--- config.mk ---
export PLATFORM = sky130hd
export DESIGN_NAME = interrupt_trap_priority_control
export DESIGN_NICKNAME = d
export VERILOG_FILES = /design/src/int_trap_pkg.sv /design/src/interrupt_trap_priority_control.sv
export SDC_FILE = /design/constraint.sdc
export NUM_CORES = 2
export LEC_CHECK = 0
export ABC_AREA = 1
export BUFFER_PORTS_ARGS = -buffer_cell sky130_fd_sc_hd__buf_2
export CAP_MARGIN = 20
export CORE_MARGIN = 3
export CORE_UTILIZATION = 45
export CTS_BUF_LIST = sky130_fd_sc_hd__clkbuf_8 sky130_fd_sc_hd__clkbuf_16
export CTS_CLUSTER_SIZE = 20
export DETAILED_ROUTE_END_ITERATION = 8
export SLEW_MARGIN = 40
export SYNTH_ARGS = -nofsm -noshare
export SYNTH_HDL_FRONTEND = slang
export SYNTH_SLANG_ARGS = --single-unit
--- constraint.sdc ---
create_clock -name clk -period 91 [get_ports clk]
set_input_delay 9.1 -clock clk [delete_from_list [all_inputs] [get_ports clk]]
set_output_delay 9.1 -clock clk [all_outputs]
set_load 0.02 [all_outputs]
--- src/int_trap_pkg.sv ---
// Constants, types and register map of the interrupt and trap controller
//==============================================================
//==============================================================
package int_trap_pkg;
    localparam int NUM_SRC = 72;
    localparam int FLAG_WORDS = 5;
    localparam int FLAG_BITS = 80;
    localparam int PRIO_REGS = 18;
    localparam int SRC_PER_PRIO = 4;
    localparam int NUM_EXT = 5;
    // Register word indices; byte address is four times the index
    localparam logic [6:0] IDX_CTRL_A = 7'h00;
    localparam logic [6:0] IDX_CTRL_B = 7'h01;
    localparam logic [6:0] IDX_FLAG0 = 7'h02;
    localparam logic [6:0] IDX_EN0 = 7'h07;
    localparam logic [6:0] IDX_PRIO0 = 7'h0C;
    localparam logic [6:0] IDX_PENDING = 7'h1E;
    localparam logic [6:0] IDX_STATUS = 7'h1F;
    localparam logic [6:0] IDX_CORE = 7'h20;
    // Field positions
    localparam int NEST_BIT = 15;
    localparam int ALT_TABLE_BIT = 15;
    localparam int IPL_LSB = 5;
    localparam int TOP_BIT = 3;
    localparam int PSV_BIT = 2;
    localparam int OSC_BIT = 1;
    localparam int STACK_BIT = 2;
    localparam int ADDR_BIT = 3;
    localparam int MATH_BIT = 4;
    localparam int DMA_BIT = 5;
    localparam int DIV0_BIT = 6;
    localparam logic [15:0] CTRL_A_MASK = 16'h807E;
    localparam logic [15:0] CTRL_B_MASK = 16'h801F;
    localparam logic [15:0] REG_RESET = 16'h0000;
    localparam logic [2:0] LVL_BLOCK = 3'h7;
    // Vector tables
    localparam logic [23:0] PRIMARY_BASE = 24'h000004;
    localparam logic [23:0] ALTERNATE_BASE = 24'h000104;
    localparam logic [6:0] USER_VEC_BASE = 7'h08;
    // Natural order of the five external request pins
    localparam int EXT_ORDER [NUM_EXT] = '{0, 20, 29, 53, 54};

    typedef struct packed {
        logic req;
        logic trap;
        logic [6:0] vector;
        logic [3:0] level;
        logic [23:0] addr;
    } irq_out_t;

    typedef struct packed {
        logic [6:0] vector;
        logic [3:0] level;
    } pending_t;
endpackage

--- src/interrupt_trap_priority_control.sv ---
// Interrupt and trap priority controller with APB register access
`timescale 1ns/1ps
`default_nettype none
module interrupt_trap_priority_control
    import int_trap_pkg::*;
(
    // Clock and reset
    input wire logic clk,
    input wire logic rst,
    // APB slave
    input wire logic psel,
    input wire logic penable,
    input wire logic pwrite,
    input wire logic [11:0] paddr,
    input wire logic [31:0] pwdata,
    output logic [31:0] prdata,
    output logic pready,
    output logic pslverr,
    // Interrupt sources
    input wire logic [NUM_SRC-1:0] irqIn,
    input wire logic [NUM_EXT-1:0] extPin,
    input wire logic [7:0] trapIn,
    input wire logic div0In,
    // CPU side
    output irq_out_t irqOut,
    input wire logic irqAck,
    output logic [3:0] cpuLevel
);
    //==============================================================
    // State
    logic [15:0] ctrlAReg;
    logic [15:0] ctrlBReg;
    logic [FLAG_BITS-1:0] flagReg;
    logic [FLAG_BITS-1:0] enReg;
    logic [2:0] prioReg [NUM_SRC];
    logic [2:0] prioNext [NUM_SRC];
    pending_t pendingReg;
    logic [2:0] cplLowReg;
    logic cplTopReg;
    logic psvReg;
    logic [NUM_EXT-1:0] extSync1Reg;
    logic [NUM_EXT-1:0] extSync2Reg;
    logic [NUM_EXT-1:0] extPrevReg;
    logic [6:0] irqIdxReg;

    //==============================================================
    // APB decode
    logic accessPhase;
    logic doXfer;
    logic doWrite;
    logic [6:0] wordIdx;
    logic inRange;
    logic [6:0] flagOff;
    logic [6:0] enOff;
    logic [6:0] prioOff;
    logic isFlag;
    logic isEn;
    logic isPrio;
    logic mapped;
    logic wrCtrlA;
    logic wrCtrlB;
    logic wrFlag;
    logic wrEn;
    logic wrPrio;
    logic wrStatus;
    logic wrCore;

    assign accessPhase = psel & penable;
    assign doXfer = accessPhase & pready;
    assign doWrite = doXfer & pwrite;
    assign wordIdx = paddr[8:2];
    assign inRange = (paddr[11:9] == 3'h0) && (paddr[1:0] == 2'h0);
    assign flagOff = wordIdx - IDX_FLAG0;
    assign enOff = wordIdx - IDX_EN0;
    assign prioOff = wordIdx - IDX_PRIO0;
    assign isFlag = inRange && wordIdx >= IDX_FLAG0 && wordIdx < IDX_EN0;
    assign isEn = inRange && wordIdx >= IDX_EN0 && wordIdx < IDX_PRIO0;
    assign isPrio = inRange && wordIdx >= IDX_PRIO0 && wordIdx < IDX_PENDING;
    assign mapped = isFlag || isEn || isPrio || (inRange && (wordIdx == IDX_CTRL_A
        || wordIdx == IDX_CTRL_B || wordIdx == IDX_PENDING
        || wordIdx == IDX_STATUS || wordIdx == IDX_CORE));
    assign wrCtrlA = doWrite && inRange && wordIdx == IDX_CTRL_A;
    assign wrCtrlB = doWrite && inRange && wordIdx == IDX_CTRL_B;
    assign wrFlag = doWrite && isFlag;
    assign wrEn = doWrite && isEn;
    assign wrPrio = doWrite && isPrio;
    assign wrStatus = doWrite && inRange && wordIdx == IDX_STATUS;
    assign wrCore = doWrite && inRange && wordIdx == IDX_CORE;

    //==============================================================
    // External pin edge detection
    logic [NUM_EXT-1:0] extEdge;
    logic [FLAG_BITS-1:0] srcEvent;

    // Control B low bits pick the falling edge per pin
    assign extEdge = (ctrlBReg[NUM_EXT-1:0] & extPrevReg & ~extSync2Reg)
        | (~ctrlBReg[NUM_EXT-1:0] & ~extPrevReg & extSync2Reg);

    always_comb
    begin
        srcEvent = '0;
        srcEvent[NUM_SRC-1:0] = irqIn;
        for (int e = 0; e < NUM_EXT; e++)
        begin
            srcEvent[EXT_ORDER[e]] = srcEvent[EXT_ORDER[e]] | extEdge[e];
        end
    end

    //==============================================================
    // Flag, enable and priority next values
    localparam logic [FLAG_BITS-1:0] IMPL_MASK = {{(FLAG_BITS-NUM_SRC){1'b0}}, {NUM_SRC{1'b1}}};
    logic [FLAG_BITS-1:0] flagNext;
    logic [FLAG_BITS-1:0] enNext;
    logic [15:0] ctrlANext;
    logic [7:0] trapSet;

    always_comb
    begin
        flagNext = flagReg;
        if (wrFlag)
        begin
            flagNext[flagOff[2:0]*16 +: 16] = pwdata[15:0];
        end
        // A source event in the clearing cycle still lands
        flagNext = (flagNext | srcEvent) & IMPL_MASK;
    end

    always_comb
    begin
        enNext = enReg;
        if (wrEn)
        begin
            enNext[enOff[2:0]*16 +: 16] = pwdata[15:0];
        end
        enNext = enNext & IMPL_MASK;
    end

    always_comb
    begin
        for (int s = 0; s < NUM_SRC; s++)
        begin
            prioNext[s] = prioReg[s];
        end
        if (wrPrio)
        begin
            for (int k = 0; k < SRC_PER_PRIO; k++)
            begin
                prioNext[prioOff[4:0]*SRC_PER_PRIO+k] = pwdata[4*k +: 3];
            end
        end
    end

    always_comb
    begin
        trapSet = '0;
        trapSet[OSC_BIT] = trapIn[1];
        trapSet[ADDR_BIT] = trapIn[2];
        trapSet[STACK_BIT] = trapIn[3];
        trapSet[MATH_BIT] = trapIn[4] | div0In;
        trapSet[DMA_BIT] = trapIn[5];
        trapSet[DIV0_BIT] = div0In;
        ctrlANext = ctrlAReg;
        if (wrCtrlA)
        begin
            ctrlANext = pwdata[15:0] & CTRL_A_MASK;
        end
        ctrlANext[7:0] = ctrlANext[7:0] | trapSet;
    end

    //==============================================================
    // Arbitration
    logic [3:0] cpl;
    logic [2:0] bestLvl;
    logic [6:0] bestIdx;
    logic userOk;
    logic [2:0] trapSlot;
    logic trapAny;
    logic trapOk;
    logic [3:0] trapLvl;
    logic [6:0] winVec;
    logic [3:0] winLvl;
    logic [23:0] tableBase;
    logic [4:0] trapFlags;

    assign cpl = {cplTopReg, cplLowReg};
    assign trapFlags = {ctrlAReg[DMA_BIT], ctrlAReg[MATH_BIT], ctrlAReg[STACK_BIT],
        ctrlAReg[ADDR_BIT], ctrlAReg[OSC_BIT]};

    always_comb
    begin
        bestLvl = 3'h0;
        bestIdx = 7'h00;
        // Strict compare keeps the lowest natural order on a tie
        for (int i = 0; i < NUM_SRC; i++)
        begin
            if (flagReg[i] && enReg[i] && prioReg[i] > bestLvl)
            begin
                bestLvl = prioReg[i];
                bestIdx = 7'(i);
            end
        end
    end

    always_comb
    begin
        trapSlot = 3'h0;
        trapAny = 1'b0;
        for (int t = 4; t >= 0; t--)
        begin
            if (trapFlags[t])
            begin
                trapSlot = 3'(t + 1);
                trapAny = 1'b1;
            end
        end
    end

    assign userOk = ({1'b0, bestLvl} > cpl) && !cplTopReg && cplLowReg != LVL_BLOCK;
    assign trapLvl = 4'hF - {1'b0, trapSlot};
    assign trapOk = trapAny && trapLvl > cpl;
    assign winVec = trapOk ? {4'h0, trapSlot} : USER_VEC_BASE + bestIdx;
    assign winLvl = trapOk ? trapLvl : {1'b0, bestLvl};
    assign tableBase = ctrlBReg[ALT_TABLE_BIT] ? ALTERNATE_BASE : PRIMARY_BASE;

    //==============================================================
    // Register read mux
    logic [15:0] rdData;

    always_comb
    begin
        rdData = 16'h0000;
        if (isFlag)
        begin
            rdData = flagReg[flagOff[2:0]*16 +: 16];
        end
        else if (isEn)
        begin
            rdData = enReg[enOff[2:0]*16 +: 16];
        end
        else if (isPrio)
        begin
            for (int k = 0; k < SRC_PER_PRIO; k++)
            begin
                rdData[4*k +: 3] = prioReg[prioOff[4:0]*SRC_PER_PRIO+k];
            end
        end
        else if (inRange && wordIdx == IDX_CTRL_A)
        begin
            rdData = ctrlAReg;
        end
        else if (inRange && wordIdx == IDX_CTRL_B)
        begin
            rdData = ctrlBReg;
        end
        else if (inRange && wordIdx == IDX_PENDING)
        begin
            rdData = {4'h0, pendingReg.level, 1'b0, pendingReg.vector};
        end
        else if (inRange && wordIdx == IDX_STATUS)
        begin
            rdData[IPL_LSB +: 3] = cplLowReg;
        end
        else if (inRange && wordIdx == IDX_CORE)
        begin
            rdData[TOP_BIT] = cplTopReg;
            rdData[PSV_BIT] = psvReg;
        end
    end

    //==============================================================
    // CPU priority level next value
    logic [2:0] cplLowNext;
    logic cplTopNext;
    logic takeIrq;

    assign takeIrq = irqAck && irqOut.req;

    always_comb
    begin
        cplLowNext = cplLowReg;
        cplTopNext = cplTopReg;
        if (wrStatus && !ctrlAReg[NEST_BIT])
        begin
            cplLowNext = pwdata[IPL_LSB +: 3];
        end
        if (wrCore && !pwdata[TOP_BIT])
        begin
            cplTopNext = 1'b0;
        end
        if (takeIrq)
        begin
            cplLowNext = irqOut.level[2:0];
            cplTopNext = irqOut.level[3];
            // With nesting off a user interrupt raises the CPU to level 7
            if (ctrlAReg[NEST_BIT] && !irqOut.level[3])
            begin
                cplLowNext = LVL_BLOCK;
            end
        end
    end

    //==============================================================
    // Registers
    always_ff @(posedge clk)
    begin
        if (rst)
        begin
            ctrlAReg <= REG_RESET;
            ctrlBReg <= REG_RESET;
            flagReg <= '0;
            enReg <= '0;
            cplLowReg <= 3'h0;
            cplTopReg <= 1'b0;
            psvReg <= 1'b0;
        end
        else
        begin
            ctrlAReg <= ctrlANext;
            ctrlBReg <= wrCtrlB ? (pwdata[15:0] & CTRL_B_MASK) : ctrlBReg;
            flagReg <= flagNext;
            enReg <= enNext;
            cplLowReg <= cplLowNext;
            cplTopReg <= cplTopNext;
            psvReg <= wrCore ? pwdata[PSV_BIT] : psvReg;
        end
    end

    always_ff @(posedge clk)
    begin
        for (int s = 0; s < NUM_SRC; s++)
        begin
            prioReg[s] <= rst ? 3'h0 : prioNext[s];
        end
    end

    always_ff @(posedge clk)
    begin
        if (rst)
        begin
            extSync1Reg <= '0;
            extSync2Reg <= '0;
            extPrevReg <= '0;
        end
        else
        begin
            extSync1Reg <= extPin;
            extSync2Reg <= extSync1Reg;
            extPrevReg <= extSync2Reg;
        end
    end

    always_ff @(posedge clk)
    begin
        if (rst)
        begin
            pready <= 1'b0;
            prdata <= 32'h0000_0000;
            pslverr <= 1'b0;
        end
        else
        begin
            pready <= accessPhase & ~pready;
            prdata <= (accessPhase & ~pready) ? {16'h0000, rdData} : prdata;
            pslverr <= accessPhase & ~pready & ~mapped;
        end
    end

    always_ff @(posedge clk)
    begin
        if (rst)
        begin
            irqOut <= '0;
            irqIdxReg <= 7'h00;
            pendingReg <= '0;
            cpuLevel <= 4'h0;
        end
        else
        begin
            irqOut.req <= trapOk | userOk;
            irqOut.trap <= trapOk;
            irqOut.vector <= winVec;
            irqOut.level <= winLvl;
            irqOut.addr <= tableBase + {16'h0000, winVec, 1'b0};
            irqIdxReg <= bestIdx;
            pendingReg <= takeIrq ? pending_t'{vector: irqOut.vector, level: irqOut.level}
                : pendingReg;
            cpuLevel <= cpl;
        end
    end

    //==============================================================
    // Checks
    // Picks the winner's bit after the mask is shifted down by its index
    localparam logic [FLAG_BITS-1:0] LSB_ONLY = FLAG_BITS'(1);
endmodule // interrupt_trap_priority_control
`default_nettype wire

### Word-level counts from Yosys, hierarchy flattened

Memory sizes are Yosys's and may differ from the RTL's.
Cells that the tools add are included.

* input bits: 136
* output and inout bits: 75
* word-level logic and storage cells: 626
* memories kept: 1
* memory bits (writable): 216
* register bits: 249

* bitwise gates (word level): 29
* $lt $le $gt $ge: 88
* eq/ne operators: 5
* $add $sub $neg: 11
* multiplexer cells: 270
* shifts and indexed selects: 6
* reductions and logical operators: 193

Memory list
* prioReg: words 72, bits a word 3, rd ports 76, clocked after Yosys merged registers in 0, wr ports 72, RTL line interrupt_trap_priority_control.sv:35 `logic [2:0] prioReg [NUM_SRC];`

Operators with widths (count)
* 216-bit bitwise mux: 4
* 3-bit 2-to-1 mux: 167
* 7-bit 2-to-1 mux: 38
* 216-bit 2-to-1 mux: 1
* 3-bit greater-than comparator: 71
* 1-bit logical AND: 176
* 80-bit bitwise mux: 2
* 16-bit by 34-bit variable shift with 80-bit output (first input constant): 2
* 16-bit by 34-bit indexed part select with 80-bit output: 2
* 80-bit by 8-bit indexed part select with 16-bit output: 2
* 33-bit by 8-bit greater-or-equal comparator with 1-bit output (second input constant): 4
* 33-bit by 1-bit < comparator with 1-bit output (second input constant): 4
* 32-bit NOT with 33-bit output: 3
* 3-bit demux with 7-bit select: 4
* 5-bit 2-to-1 mux: 16
* 72-bit 2-to-1 mux: 1
* 72-bit OR: 1
* 7-bit negator with 34-bit output: 2
* 16-bit 2-to-1 mux: 4
* 4-bit 2-to-1 mux: 9
* 7-bit NOT with 33-bit output: 1
* 5-bit bitwise AND: 4
* 6-bit 2-to-1 mux: 3
* 7-bit by 2-bit adder with 8-bit output (second input constant): 2
* 37 further kinds: 79

### Longest topological paths before layout

An unclocked memory read counts as a cell.

* depth in word-level cells: 221
* gate-level depth with buffers: 547

### Worst setup path after synthesis

OpenSTA, ideal clock, no wires.

* path kind: reg2reg
* from: memory prioReg[0][1]
* to: register irqOut[8] (netlist name)
* data arrival time: 67.118 ns
* stages on the path, launching flop included: 457
* path slack: 23.772 ns
* cells stage by stage: dfxtp_1 -> inv_1 -> a211oi_1 -> ha_1 -> nand3_1 -> nand2_1 -> inv_2 -> nand2_2 -> o21ai_0 -> ha_1 -> o21ai_0 -> nand3_1 -> nand3_1 -> nand2_2 -> o21ai_0 -> ha_1 -> or2_2 -> nand2_1 -> [421 not listed] -> inv_1 -> ha_1 -> a21oi_1 -> o21ai_0 -> nand2_1 -> inv_1 -> nor3_4 -> nand2_1 -> a41oi_1 -> ha_1 -> nand2_1 -> inv_1 -> nand3_1 -> inv_1 -> nand3_1 -> nand2_1 -> inv_1 -> nor2_1

RTL lines
* start: declaration: RTL line interrupt_trap_priority_control.sv:35
* end: declaration: RTL line interrupt_trap_priority_control.sv:25 `output irq_out_t irqOut,`

### Worst setup path in the final report

* from: register enReg[0]
* to: register irqOut[8] (netlist name)

* longest elaborated chain between the ends: 219
* elaborated cells on any way between the ends: 289

RTL lines
* start: declaration: RTL line interrupt_trap_priority_control.sv:34 `logic [FLAG_BITS-1:0] enReg;`
* start signal: assignment: RTL line interrupt_trap_priority_control.sv:321 `enReg <= enNext;`
* 1-bit logical AND (*) (2 in a row): RTL line interrupt_trap_priority_control.sv:196 `if (flagReg[i] && enReg[i] && prioReg[i] > bestLvl)`
* 3-bit 2-to-1 mux (*): RTL line interrupt_trap_priority_control.sv:196
* 3-bit greater-than comparator: RTL line interrupt_trap_priority_control.sv:196
* 1-bit logical AND: RTL line interrupt_trap_priority_control.sv:196
* 3-bit 2-to-1 mux: RTL line interrupt_trap_priority_control.sv:196
* 3-bit greater-than comparator: RTL line interrupt_trap_priority_control.sv:196
* 1-bit logical AND: RTL line interrupt_trap_priority_control.sv:196
* 3-bit 2-to-1 mux: RTL line interrupt_trap_priority_control.sv:196
* [202 not listed]
* 1-bit logical AND: RTL line interrupt_trap_priority_control.sv:196
* 3-bit 2-to-1 mux: RTL line interrupt_trap_priority_control.sv:196
* 3-bit greater-than comparator: RTL line interrupt_trap_priority_control.sv:196
* 1-bit logical AND: RTL line interrupt_trap_priority_control.sv:196
* 7-bit 2-to-1 mux (*): RTL line interrupt_trap_priority_control.sv:196
* 4-bit by 7-bit adder with 7-bit output (*): RTL line interrupt_trap_priority_control.sv:221 `assign winVec = trapOk ? {4'h0, trapSlot} : USER_VEC_BASE + bestIdx;`
* 7-bit 2-to-1 mux (*): RTL line interrupt_trap_priority_control.sv:221
* 9-bit by 8-bit adder with 10-bit output (*): RTL line interrupt_trap_priority_control.sv:383 `irqOut.addr <= tableBase + {16'h0000, winVec, 1'b0};`

Mark *: on every way between the ends. The rest lies on a longest branch, timed or not.
A chain may end at the register's enable or synchronous reset.

==> results.md <==
- Row cnt: 92
- Design Area, Final: 32,200 um^2
- Core area: 63,400 um^2
- Hold Path Class: reg -> reg
- Die area: 67,500 um^2
- Post-synth top area cell: dfxtp_1
- Area grow syn2layout: 11.2%
- Most instantiated cells after synthesis: nand2_1 (649), o21ai_0 (613), inv_1 (597), a21oi_1 (505), dfxtp_1 (447)
- Post-CTS Resized: 0
- Layout net count: 4,650
- First-pass GRT wire length: 186 mm
- Starting Density: 45.7%
- Placed Area: 30,300 um^2
- Setup crit start kind: flop
- Slowest stage cell, crit path: dfxtp_1
- Sink Count: 447
- H-tree depth: 2
- Fmax: 12.6 MHz
- Max-slew violations: 0
- Routability cong.: 1.04
- Largest net degree at the start of global routing: 137
- Max_cap viols: 0
- Required time worst endpoint: 91.59 ns
- Routed wire length: 130 mm
- Initial drt markers: 4,263
- Async SR Flop Fraction: 0%
- Seq cells post-synth: 447
- Layout cell share with drive strength beyond 1: 14.2%
- Clock Skew: 0.0497 ns
- CTS tree: built
- Longest Clk Path Bufs: 3
- Port Buffers: 160
- Arr. time, crit path: 79.75 ns
- Die Span X: 260 um
- TNS Setup: 0 ns
- HPWL Detailed: 96.8 mm
- Worst Slack Setup Final: 11.84 ns
- Initial antenna violation count: 7
- Critical Path Most Common Cell: o21ai_0
- Total GRT Usage: 37.4%
- Syn avg cell area: 6.63 um^2
- Final hold vios: 0
- Final cycle utilization of the critical path: 87.0%
- Routed vias: 31,000
- Yosys warnings: 0
- Root Driver: clkbuf_16
- Post-synth EDFFs: 0
- Clock slew at reported path FFs: 0.06 ns
- Most instantiated library cell after synthesis: nand2_1
- Ports: 211
- Height of the die: 260 um
- Worst Setup Path Type: reg -> reg
- Top-area cell type share of the netlist area: 30.9%
- RSZ-0062 raised after global routing: no
- Seq/Total Area, Yosys: 30.9%
- Grt ovf: 0
- Setup-failing EPs final: 0
- DR pass1 iterations: 6
- Count of cell types in the netlist: 64
- Max incr delay on CP: 0.66 ns
- Crit end category: flop
- Slew margin rel.: 36.0%
- Pwr Density: 15.3 nW/um^2
- Status: finished clean
- Drt wl/cell: 24.5 um
- Worst slew pin tran: 0.958 ns
- Post-CTS setup repair buffer count: 0
- Post-DR vias/cell: 5.85
- Peak VDD IR: 0.0158 mV
- Skew-Pair Late Insertion Delay: 0.66 ns
- Post-Synthesis Cells: 4,371
- Main synth FF type: dfxtp_1
- CTS buffer count: 53
- Area contributors post-synth: dfxtp_1 (31%), o21ai_0 (11%), a21oi_1 (8.7%)
- Leakage: 0.0139 uW
- Worst slack, placed: 12.77 ns
- DRC Markers: 0
- Final worst path period need: 79.16 ns
- Vias in the first global route: 27,800
- Mapped Area: 29,000 um^2
- CP Max Fanout: 14
- Cts hold-fix bufs: 0
- Routed Antenna Nets: 0
-- kinds of logic after synthesis --
kind of cell / after synthesis / share of synthesized area, %
adders and majority gates: 99 / 4.28
AOI/OAI and AO/OA: 1456 / 28.6
and+or+nand+nor: 1480 / 24.1
other: 1 / 0.0129
DFF: 447 / 30.9
buffers and inverters: 888 / 12.2
-- power by group --
part	switching (uW)	leakage, uW	internal, uW
registers	5.27	0.00364	200
clock network	95.9	0.000986	141
logic	37.6	0.00930	11.9
-- metrics by stage --
stage / power (uW) / util (%) / cells / hold WS [ns]
final: 492 / 50.8 / 5306 / 0.396
after global routing: 502 / 50.8 / 5304 / 0.409
after CTS: 490 / 50.8 / 5302 / 0.398
after detailed placement: 256 / 47.7 / 5206 / 0.395
after global placement: 256 / 47.7 / 5206 / 0.394
after floorplan: 234 / - / 4401 / 0.388
-- cell usage in the layout, fill, tap and decap left out, drive strengths merged, types with 3 or more instances in the layout --
master     n
nand2    845
o2111ai   11
o311ai     5
dfxtp    447
o221ai     9
o211ai    14
a211oi    83
nand3    277
diode      4
a22oi     12
clkinv    25
or2        9
nand4     17
o22ai     37
inv      645
buf      196
conb      31
a221oi    27
o31ai     52
o21bai     3
clkbuf    64
nor3      61
a21oi    516
nor4       5
a31oi     31
o41ai      3
bufinv    12
ha        99
o21ai    626
nor2     263
o32ai     13
-- final timing paths --
kind | start | to | slack (ns) | depth (start not counted)
worst max-delay path | enReg[0]$_SDFFE_PP0P_ | irqOut[8]$_SDFF_PP0_ | 11.84 | 456
worst min-delay path | extSync1Reg[0]$_SDFF_PP0_ | extSync2Reg[0]$_SDFF_PP0_ | 0.40 | 2
worst max register to register | enReg[0]$_SDFFE_PP0P_ | irqOut[8]$_SDFF_PP0_ | 11.84 | 456
worst min register to register | extSync1Reg[0]$_SDFF_PP0_ | extSync2Reg[0]$_SDFF_PP0_ | 0.40 | 2
-- cell type report --
class	instances	area, um^2
fillers	6557	31200
multi-input cells	3066	16700
flip-flops and latches	447	8950
inverters	651	2500
clock buffers	64	1480
repair buffers	196	1110
well taps	846	1060
clock inverters	32	440
diodes	4	10.0
-- state kept, by name, indices dropped and copies added, names as in the netlist, 3 cells and up --
| register | count |
|---|---|
| prioReg | 216 |
| enReg | 72 |
| flagReg | 72 |
| irqOut | 21 |
| prdata | 16 |
| pendingReg | 11 |
| ctrlAReg | 7 |
| ctrlBReg | 6 |
| extPrevReg | 5 |
| extSync1Reg | 5 |
| extSync2Reg | 5 |
| cpuLevel | 4 |
| cplLowReg | 3 |
-- metal layers --
layer	wire (um)	GRT usage [%]
met1	53600	50.7
met2	53500	55.1
met3	14200	7.54
met4	8840	21.4
met5	34	0
-- critical path, delay by kind of cell, from the launching register on --
kind / cells / cell delay, ns
DFF: 1 / 0.66
and+or+nand+nor: 224 / 24.95
adders and majority gates: 72 / 21.27
buffers and inverters: 23 / 1.96
AOI/OAI and AO/OA: 137 / 30.23
(Power assumes the default switching activity.)
